File: src/asp_pkg.sv
package asp_pkg;
	localparam int COMM_W   = 8;
	localparam int REG_W    = 24;
	localparam int SEL_W    = 3;
	localparam int SEL_LSB  = 3;
	localparam int RD_BIT   = 6;
	localparam int NREG     = 8;
	localparam int CNT_W    = 5;
	localparam logic [SEL_W-1:0] DATA_SEL = 3'h3;
	localparam logic [REG_W-1:0] REG_RST  = 24'h000000;
	localparam logic [CNT_W-1:0] COMM_LAST = 5'h07;
	localparam logic [CNT_W-1:0] DATA_LAST = 5'h17;
	localparam logic [2:0] SYNC_RST = 3'h7;

	typedef enum logic [1:0]
	{
		ASP_COMM  = 2'b00,
		ASP_WRITE = 2'b01,
		ASP_READ  = 2'b10
	} asp_state_t;
endpackage

File: src/asp_stream_if.sv
`timescale 1ns/1ps
interface asp_stream_if #(parameter int W = 24);
	logic         valid;
	logic         ready;
	logic [W-1:0] data;
	modport src (output valid, output data, input ready);
	modport snk (input valid, input data, output ready);
endinterface

File: src/asp_buf2.sv
`timescale 1ns/1ps
module asp_buf2 #(
	parameter int W     = 24,
	parameter int DEPTH = 2
) (
	input  wire logic clk,
	input  wire logic rst,
	asp_stream_if.snk in_s,
	asp_stream_if.src out_s
);
	localparam int AW = $clog2(DEPTH);
	localparam logic [AW:0] FULL = (AW+1)'(DEPTH);
	logic [W-1:0]  mem [DEPTH];
	logic [AW-1:0] wp_r;
	logic [AW-1:0] rp_r;
	logic [AW:0]   cnt_r;
	logic [AW:0]   cnt_nxt;
	logic          in_rdy_r;
	logic          push;
	logic          pop;

	assign push = in_s.valid && in_rdy_r;
	assign pop = out_s.valid && out_s.ready;
	assign in_s.ready = in_rdy_r;
	assign out_s.valid = (cnt_r != '0);
	assign out_s.data = mem[rp_r];

	always_comb
	begin
		cnt_nxt = cnt_r;
		if (push && !pop)
			cnt_nxt = cnt_r + 1'b1;
		else if (pop && !push)
			cnt_nxt = cnt_r - 1'b1;
	end

	always_ff @(posedge clk)
	begin
		if (rst)
		begin
			wp_r     <= '0;
			rp_r     <= '0;
			cnt_r    <= '0;
			in_rdy_r <= 1'b0;
		end
		else
		begin
			if (push)
				wp_r <= (wp_r == AW'(DEPTH-1)) ? '0 : wp_r + 1'b1;
			if (pop)
				rp_r <= (rp_r == AW'(DEPTH-1)) ? '0 : rp_r + 1'b1;
			cnt_r    <= cnt_nxt;
			// ready is registered so the filter side sees a flop, not a path
			in_rdy_r <= (cnt_nxt != FULL);
		end
	end

	always_ff @(posedge clk)
	begin
		if (push)
			mem[wp_r] <= in_s.data;
	end
endmodule // asp_buf2

File: src/asp_port.sv
// Function
// - sync low holds filter, calibration, modulator reset
// - sync never touches serial logic or shifters
// - sync low forces ready indication high
// - ready pin low when conversion completes
// - unread result: ready high before next update
// - output bit shifted out on falling clock
// - output shifter loads any data or control register
// - shifted-in word goes to selected control register
// - accept continuous or burst serial clock
`timescale 1ns/1ps
module asp_port #(
	parameter int REG_W = asp_pkg::REG_W,
	parameter int NREG  = asp_pkg::NREG
) (
	input  wire logic              clk,
	input  wire logic              rst,
	input  wire logic              sclk,
	input  wire logic              cs_n,
	input  wire logic              din,
	input  wire logic              filter_sync_n,
	output logic                   serial_out_ready_n,
	output logic                   serial_out_oe,
	output logic                   sync_hold,
	input  wire logic              conv_valid,
	input  wire logic [REG_W-1:0]  conv_data,
	output logic                   conv_ready,
	input  wire logic              update_soon,
	output logic [NREG*REG_W-1:0]  ctrl_regs
);
	logic [2:0]                 sclk_s_r;
	logic [2:0]                 cs_s_r;
	logic [2:0]                 din_s_r;
	logic [2:0]                 sync_s_r;
	logic                       sclk_f_r;
	logic                       cs_f_r;
	logic                       din_f_r;
	logic                       sync_f_r;
	logic                       sclk_rise;
	logic                       sclk_fall;
	logic                       sel_active;
	asp_pkg::asp_state_t        st_r;
	logic [asp_pkg::CNT_W-1:0]  bit_r;
	logic [REG_W-1:0]           sh_in_r;
	logic [REG_W-1:0]           sh_out_r;
	logic [asp_pkg::SEL_W-1:0]  sel_r;
	logic [REG_W-1:0]           regs_r [NREG];
	logic [REG_W-1:0]           last_data_r;
	logic                       rdy_n_r;
	logic                       dout_r;
	logic                       oe_r;
	logic                       hold_r;
	logic [asp_pkg::COMM_W-1:0] comm_byte;
	logic                       comm_done;
	logic                       data_done;
	logic                       data_pop;

	asp_stream_if #(.W(REG_W)) conv_in ();
	asp_stream_if #(.W(REG_W)) conv_out ();

	assign conv_in.valid = conv_valid;
	assign conv_in.data = conv_data;
	assign conv_ready = conv_in.ready;

	asp_buf2 #(.W(REG_W), .DEPTH(2)) i_asp_buf2 (
		.clk   (clk),
		.rst   (rst),
		.in_s  (conv_in),
		.out_s (conv_out)
	);

	// pins pass three flops; a level is taken once stages two and three agree
	always_ff @(posedge clk)
	begin
		if (rst)
		begin
			// idle level of the clock is high, so a released reset makes no false rise
			sclk_s_r <= 3'h7;
			cs_s_r   <= 3'h7;
			din_s_r  <= 3'h0;
			sync_s_r <= asp_pkg::SYNC_RST;
		end
		else
		begin
			sclk_s_r <= {sclk_s_r[1:0], sclk};
			cs_s_r   <= {cs_s_r[1:0], cs_n};
			din_s_r  <= {din_s_r[1:0], din};
			sync_s_r <= {sync_s_r[1:0], filter_sync_n};
		end
	end

	always_ff @(posedge clk)
	begin
		if (rst)
		begin
			sclk_f_r <= 1'b1;
			cs_f_r   <= 1'b1;
			din_f_r  <= 1'b0;
			sync_f_r <= 1'b1;
		end
		else
		begin
			if (sclk_s_r[2] == sclk_s_r[1])
				sclk_f_r <= sclk_s_r[2];
			if (cs_s_r[2] == cs_s_r[1])
				cs_f_r <= cs_s_r[2];
			if (din_s_r[2] == din_s_r[1])
				din_f_r <= din_s_r[2];
			if (sync_s_r[2] == sync_s_r[1])
				sync_f_r <= sync_s_r[2];
		end
	end

	// edge found when stages two and three agree against the filtered level, so a stalled clock between bursts is harmless
	assign sclk_rise = !sclk_f_r && sclk_s_r[2] && sclk_s_r[1];
	assign sclk_fall = sclk_f_r && !sclk_s_r[2] && !sclk_s_r[1];
	assign sel_active = !cs_f_r;
	assign comm_byte = {sh_in_r[asp_pkg::COMM_W-2:0], din_f_r};
	assign comm_done = sel_active && sclk_rise && (st_r == asp_pkg::ASP_COMM)
		&& (bit_r == asp_pkg::COMM_LAST);
	assign data_done = sel_active && sclk_rise && (st_r != asp_pkg::ASP_COMM)
		&& (bit_r == asp_pkg::DATA_LAST);
	assign data_pop = comm_done && comm_byte[asp_pkg::RD_BIT]
		&& (comm_byte[asp_pkg::SEL_LSB +: asp_pkg::SEL_W] == asp_pkg::DATA_SEL);
	assign conv_out.ready = data_pop;

	// serial engine: cleared only by reset or chip select, never by sync
	always_ff @(posedge clk)
	begin
		if (rst || cs_f_r)
		begin
			st_r  <= asp_pkg::ASP_COMM;
			bit_r <= '0;
			sel_r <= '0;
		end
		else if (sclk_rise)
		begin
			bit_r <= bit_r + 1'b1;
			case (st_r)
				asp_pkg::ASP_COMM:
				begin
					if (bit_r == asp_pkg::COMM_LAST)
					begin
						bit_r <= '0;
						sel_r <= comm_byte[asp_pkg::SEL_LSB +: asp_pkg::SEL_W];
						st_r  <= comm_byte[asp_pkg::RD_BIT] ? asp_pkg::ASP_READ
							: asp_pkg::ASP_WRITE;
					end
				end
				asp_pkg::ASP_WRITE, asp_pkg::ASP_READ:
				begin
					if (bit_r == asp_pkg::DATA_LAST)
					begin
						bit_r <= '0;
						st_r  <= asp_pkg::ASP_COMM;
					end
				end
				default:
				begin
					st_r  <= asp_pkg::ASP_COMM;
					bit_r <= '0;
				end
			endcase
		end
	end

	always_ff @(posedge clk)
	begin
		if (rst)
			sh_in_r <= '0;
		else if (sel_active && sclk_rise)
			sh_in_r <= {sh_in_r[REG_W-2:0], din_f_r};
	end

	// a data read with an empty buffer repeats the last result
	always_ff @(posedge clk)
	begin
		if (rst)
			last_data_r <= asp_pkg::REG_RST;
		else if (data_pop && conv_out.valid)
			last_data_r <= conv_out.data;
	end

	always_ff @(posedge clk)
	begin
		if (rst)
			sh_out_r <= '0;
		else if (comm_done)
		begin
			if (comm_byte[asp_pkg::SEL_LSB +: asp_pkg::SEL_W] == asp_pkg::DATA_SEL)
				sh_out_r <= conv_out.valid ? conv_out.data : last_data_r;
			else
				sh_out_r <= regs_r[comm_byte[asp_pkg::SEL_LSB +: asp_pkg::SEL_W]];
		end
		else if (sel_active && sclk_fall && st_r == asp_pkg::ASP_READ)
			sh_out_r <= {sh_out_r[REG_W-2:0], 1'b0};
	end

	always_ff @(posedge clk)
	begin
		if (rst)
		begin
			for (int i = 0; i < NREG; i++)
				regs_r[i] <= asp_pkg::REG_RST;
		end
		else if (data_done && st_r == asp_pkg::ASP_WRITE && sel_r != asp_pkg::DATA_SEL)
			regs_r[sel_r] <= {sh_in_r[REG_W-2:0], din_f_r};
	end

	always_comb
	begin
		for (int i = 0; i < NREG; i++)
			ctrl_regs[i*REG_W +: REG_W] = regs_r[i];
	end

	// sync beats a new result; a new result beats the update or read clear
	always_ff @(posedge clk)
	begin
		if (rst)
			rdy_n_r <= 1'b1;
		else if (!sync_f_r)
			rdy_n_r <= 1'b1;
		else if (conv_valid && conv_ready)
			rdy_n_r <= 1'b0;
		else if (update_soon || data_pop)
			rdy_n_r <= 1'b1;
	end

	always_ff @(posedge clk)
	begin
		if (rst)
			hold_r <= 1'b1;
		else
			hold_r <= !sync_f_r;
	end

	always_ff @(posedge clk)
	begin
		if (rst)
		begin
			dout_r <= 1'b1;
			oe_r   <= 1'b0;
		end
		else
		begin
			oe_r <= sel_active;
			if (sel_active && st_r == asp_pkg::ASP_READ)
			begin
				if (sclk_fall)
					dout_r <= sh_out_r[REG_W-1];
			end
			else
				dout_r <= rdy_n_r;
		end
	end

	assign serial_out_ready_n = dout_r;
	assign serial_out_oe = oe_r;
	assign sync_hold = hold_r;
endmodule // asp_port

File: config.mk
export PLATFORM = sky130hd
export DESIGN_NAME = asp_port
export DESIGN_NICKNAME = d
export VERILOG_FILES = /design/src/asp_pkg.sv /design/src/asp_stream_if.sv /design/src/asp_buf2.sv /design/src/asp_port.sv
export SDC_FILE = /design/constraint.sdc
export NUM_CORES = 1
export LEC_CHECK = 0
export ABC_AREA = 1
export ABC_CLOCK_PERIOD_IN_PS = 2400
export BUFFER_PORTS_ARGS = -buffer_cell sky130_fd_sc_hd__buf_2
export CAP_MARGIN = 25
export CORE_MARGIN = 3
export CORE_UTILIZATION = 33
export CTS_BUF_LIST = sky130_fd_sc_hd__clkbuf_16
export DETAILED_ROUTE_END_ITERATION = 10
export PLACE_DENSITY = 0.5
export SYNTH_ARGS = -nofsm -noshare
export SYNTH_HDL_FRONTEND = slang
export SYNTH_SLANG_ARGS = --single-unit
File: constraint.sdc
create_clock -name clk -period 2.4 [get_ports clk]
set_clock_uncertainty 0.1 [all_clocks]
set_input_delay 0.12 -clock clk [delete_from_list [all_inputs] [get_ports clk]]
set_output_delay 0.12 -clock clk [all_outputs]
set_load 0.02 [all_outputs]
======== Word level (Yosys, flattened, before mapping) ========
Memories as Yosys holds them, arrays and structs flattened. A register that Yosys moved wholly into a read port is not among the register bits.
Cells that the tools add are included.
operators by class
  reductions and logical operators ........ 39
  bitwise operators ....................... 1
  eq/ne operators ......................... 14
  muxes and demuxes ....................... 33
  add/subtract/negate cells ............... 5
operators by type and width
  operator               count
  $mux W24               5
  $reduce_or A24 Y1      1
  $logic_and A1 B1 Y1    20
  $mux W1                16
  $mux W2                5
  $mux W5                2
  $pmux W5 S2            1
  $mux W3                3
  $reduce_bool A2 Y1     4
  $logic_not A1 Y1       7
  $ne A2 B2 Y1 const B   3
  $reduce_and A3 Y1      2
  $add A5 B1 Y5 const B  1
  $eq A5 B3 Y1 const B   1
  $eq A5 B5 Y1 const B   1
  $eq A1 B1 Y1           4
  $pmux W2 S2            1
  $reduce_or A2 Y1       2
  $eq A3 B2 Y1 const B   1
  $ne A3 B2 Y1 const B   1
  $add A1 B1 Y1 const B  2
  $add A2 B1 Y2 const B  1
  $eq A2 B1 Y1 const B   1
  $eq A2 B2 Y1 const B   1
  other kinds (5)        6
storage, ports and cells
  logic and storage cells ................. 116
  register bits after elaboration ......... 106
  output and inout port bits .............. 196
  memory bits (writable) .................. 240
  memories ................................ 2
  input bits .............................. 32
memory list
  name            depth  width  read ports  clocked after memory_dff  wr ports  RTL line        source
  regs_r          8      24     9           1                         8         asp_port.sv:47  logic [REG_W-1:0] regs_r [NREG];
  i_asp_buf2.mem  2      24     1           1                         1         asp_buf2.sv:13  logic [W-1:0] mem [DEPTH];

======== Longest topological paths before layout ========
  depth after elaboration ................. 13
  mapped depth ............................ 11

======== Hierarchy ========
A second synthesis with hierarchy kept.
second synthesis, totals
  cells, all modules ...................... 1662
  area total of the unflattened synthesis .. 15492.4 µm²
by module, submodules not included
  module    cells each  times used  seq. area each (µm²)  area an instance (µm²)
  asp_port  1550        1           7847.5                13395.3
  asp_buf2  112         1           1561.5                2097.0

======== Worst setup path after synthesis ========
OpenSTA, ideal clock, no wires.
  kind .................................... reg2reg
  start ................................... reg st_r[0]
  end ..................................... mem regs_r[0][0] (enable)
  arrival ................................. 2.084 ns
  stages on the path, launching flop included .. 11
  setup slack ............................. -0.165 ns
  period minus slack after synthesis ...... 2.565 ns
  buffers on the path ..................... 1
  setup time .............................. 0.381 ns
  cells stage by stage .................... dfxtp_1 inv_1 ha_1 inv_1 nand3_1 a211oi_2 nand2_2 nor2_4 nand2_2 buf_2 nand2_1
RTL lines
  element                   RTL line         source
  start: declaration        asp_port.sv:42   asp_pkg::asp_state_t st_r;
  start signal: assignment  asp_port.sv:132  st_r <= asp_pkg::ASP_COMM;
  start signal: assignment  asp_port.sv:146  st_r <= comm_byte[asp_pkg::RD_BIT] ? asp_pkg::ASP_READ
  start signal: assignment  asp_port.sv:155  st_r <= asp_pkg::ASP_COMM;
  end: declaration          asp_port.sv:47

==> flow_metrics.tcl <==
set metrics [dict create \
    timing.critical_path.buf_inv 3 \
    start_kind "flip-flop" \
    cp_top_family "simple AND/OR/NAND/NOR gates" \
    die_area_mm2 0.0471 \
    power.density_mw_per_mm2 773 \
    period_minus_slack_ns 2.23 \
    finalNetCount 1846 \
    most-common-layout-cells "nor2_1 (397), edfxtp_1 (240), buf_2 (227)" \
    internal-power_w 0.0107 \
    crit_arrival_ns 2.38 \
    vdd_drop_max_v 0.000400 \
    fmax_mhz 449 \
    worst_hold_path.num_cells 5 \
    core_area_mm2 0.0436 \
    postSynth.asyncResetShare_pct 0 \
    antenna_cells 0 \
    place_hpwl_mm 32.0 \
    timing.max_slew.rel_slack_pct 48.4 \
    timing.setup.tns_ns 0 \
    finalMaxSlewViolations 0 \
    drc 0 \
    path_cells "inv_1 > ha_1 > inv_1 > nand3_1 > a211oi_2 > nand2_2 > nor2_4 > nand2_2 > nand2_2 > buf_4" \
    switching_share_pct 24.8 \
    floorplan.initialDensity_pct 33.7 \
    worstSetupEndpointType "flip-flop" \
    outcome "finished clean" \
    power_frac_comb_pct 9.1 \
    switchingPower_w 0.00352 \
    synth_warnings 0 \
    drv.max_cap_violation_count 0 \
    layout.cells.most_common "nor2_1" \
    gp_congestion 0.821 \
    post-place-ws_ns 0.185 \
    tightest_slew_ns 0.774 \
    drt_iter0_drc 1151 \
    syn-instance-count 1535 \
    timing.reg2reg.worst_path_depth 10 \
    detail_route.first_pass.iterations 5 \
    port_buffers 227 \
    clk_sinks 350 \
    dieWidth_um 217 \
    first_global_vias 11000 \
    number_of_synthesized_flops_with_an_enable_pin 240 \
    htree_num_levels 2 \
    ys_ff_latch 350 \
    placementRows 76 \
    post_cts_resize_count 0 \
    synth-seq-area-share_pct 64.0 \
    holdCritPathClass "in2reg" \
    grt.total_usage_pct 19.3 \
    post-route-worst-setup-slack_ns 0.171 \
    cts_inserted_buffers 40 \
    worst-endpoint-required_ns 2.55 \
    finalCritPeriodShare_pct 92.9 \
    mappedNetlistArea_mm2 0.0147 \
    cts_hold_buf 31 \
    tritoncts_clock_tree "yes" \
    post_synth_num_cell_types 34 \
    syn2layout_area_growth_pct 24.9 \
    detailroute.via_count 11700 \
    antenna_found_initial 0 \
    insertion_delay_ns 0.54 \
    max_stage_delay_ns 0.38 \
    clkPwrFrac_pct 41.8 \
    pin_count_of_the_biggest_net_entering_global_routing 70 \
    crit_type "reg2reg" \
    postRouteAntennaNets 0 \
    final_hold_viol_count 0 \
    seqPwrFrac_pct 49.1 \
    root_buffer "clkbuf_16" \
    drive_above_1_share_pct 20.3 \
    path_depth 10 \
    clk_transition_reported_paths_ns 0.06 \
    grt_remaining_overflow 0 \
    chipHeight_um 217 \
    detail_route.wl_per_cell_um 18.9 \
    path_max_fanout 11 \
    postSynthAreaPerCell_um2 9.57 \
    final-setup-viol-count 0 \
    post_cts.repair.setup_buffers 0 \
    synth_ff_type "edfxtp_1" \
    grt_first_pass_wirelength_mm 69.3 \
    avgViaCountPerCell 4.81 \
    cell_occurring_most_often_along_the_worst_timing_path "nand2_2" \
    total_leakage_power_nw 6.90 \
    post_detailed_routing_wire_length_mm 45.8 \
    critical_path.slowest_cell "dfxtp_1" \
    grt_setup_unrepaired "false" \
    clk_path_buf_depth 3 \
    floorplan.io_pins 228 \
]
## power by group through the flow
stage	registers [W]	clock network, W	logic, W
4_1_cts	0.00697	0.00609	0.00132
2_1_floorplan	0.00728	0	0.000520
6_report	0.00696	0.00593	0.00130
5_1_grt	0.00699	0.00633	0.00144
3_5_place_dp	0.00709	0	0.00128
3_3_place_gp	0.00709	0	0.00126
## synth_stat cells, types with 5 or more instances
cell      count  area [µm²]
nand3_1      67         335
o22ai_1      10        62.6
inv_1       103         387
o21ai_0     176         881
nand2_1     131         492
a21oi_1      98         490
dfxtp_1     110        2200
nand2_2       8        50.1
buf_1         5        18.8
edfxtp_1    240        7210
ha_1          6        75.1
or2_2         9        56.3
o21ai_1      27         135
clkbuf_1     47         176
nor2_1      400        1500
buf_2        40         200
inv_2         5        18.8
o211ai_1     22         165
## routing by layer
| layer | track usage (%) | share of wire, % |
|---|---|---|
| met1 | 26.5 | 44 |
| met2 | 31.1 | 47 |
| met4 | 5.72 | 2.7 |
| met3 | 3.63 | 6.7 |
| met5 | 0 | 0 |
## flip-flops by register name (all words and copies together), names as in the netlist, 2 cells and up, named ones only
register / flops
bit_r: 5
din_s_r: 3
sync_s_r: 3
sclk_s_r: 3
sh_in_r: 23
i_asp_buf2.cnt_r: 2
cs_s_r: 3
sel_r: 3
i_asp_buf2.mem: 48
st_r: 2
last_data_r: 24
sh_out_r: 24
regs_r: 192
## logic make-up after synthesis
family                     count (synthesis)  share of synthesized area, %
DFF                                      350                          64.0
and+or+nand+nor                          628                          17.3
AOI/OAI and AO/OA                        340                          12.2
xor gates and xnor gates                   2                         0.119
buffers and inverters                    206                          5.66
muxes                                      2                         0.145
other                                      1                        0.0255
adders and majority gates                  6                         0.511
## worst register-to-register path, stage by stage (launching register included)
cell and delay (ns):
dfxtp_1 0.38, inv_1 0.08, ha_1 0.23, inv_1 0.12
nand3_1 0.10, a211oi_2 0.22, nand2_2 0.13, nor2_4 0.18
nand2_2 0.08, nand2_2 0.09, buf_4 0.22
## final timing paths
| check | from | end | slack (ns) |
|---|---|---|---|
| setup / recovery | st_r[0] | regs_r[2][21] | 0.17 |
| hold / removal | conv_valid | i_asp_buf2.wp_r | 0.04 |
| setup reg to reg | st_r[0] | regs_r[2][21] | 0.17 |
| hold reg to reg | sync_s_r[0] | sync_s_r[1] | 0.30 |
## metrics by stage
step | total power, W | cells | hold WS [ns] | instance area (µm²) | util [%]
finish | 0.0142 | 2423 | 0.0431 | 18300 | 42.1
detailed placement | 0.00837 | 2320 | 0.212 | 16800 | 38.5
global placement | 0.00835 | 2320 | 0.209 | 16800 | 38.5
floorplan | 0.00780 | 1558 | 0.119 | 14800 | -
CTS | 0.0144 | 2423 | 0.0257 | 18300 | 42.1
global route | 0.0148 | 2423 | 0.114 | 18300 | 42.1
## cell type report
cell class | count | area (µm²)
fill | 4310 | 25200
sequential | 350 | 9410
multi-input combinational | 1002 | 4560
timing repair buffer | 301 | 1940
clock buffer | 42 | 1050
tap | 585 | 732
inverter | 113 | 425
clock inverter | 30 | 215
(Power assumes the default switching activity.)
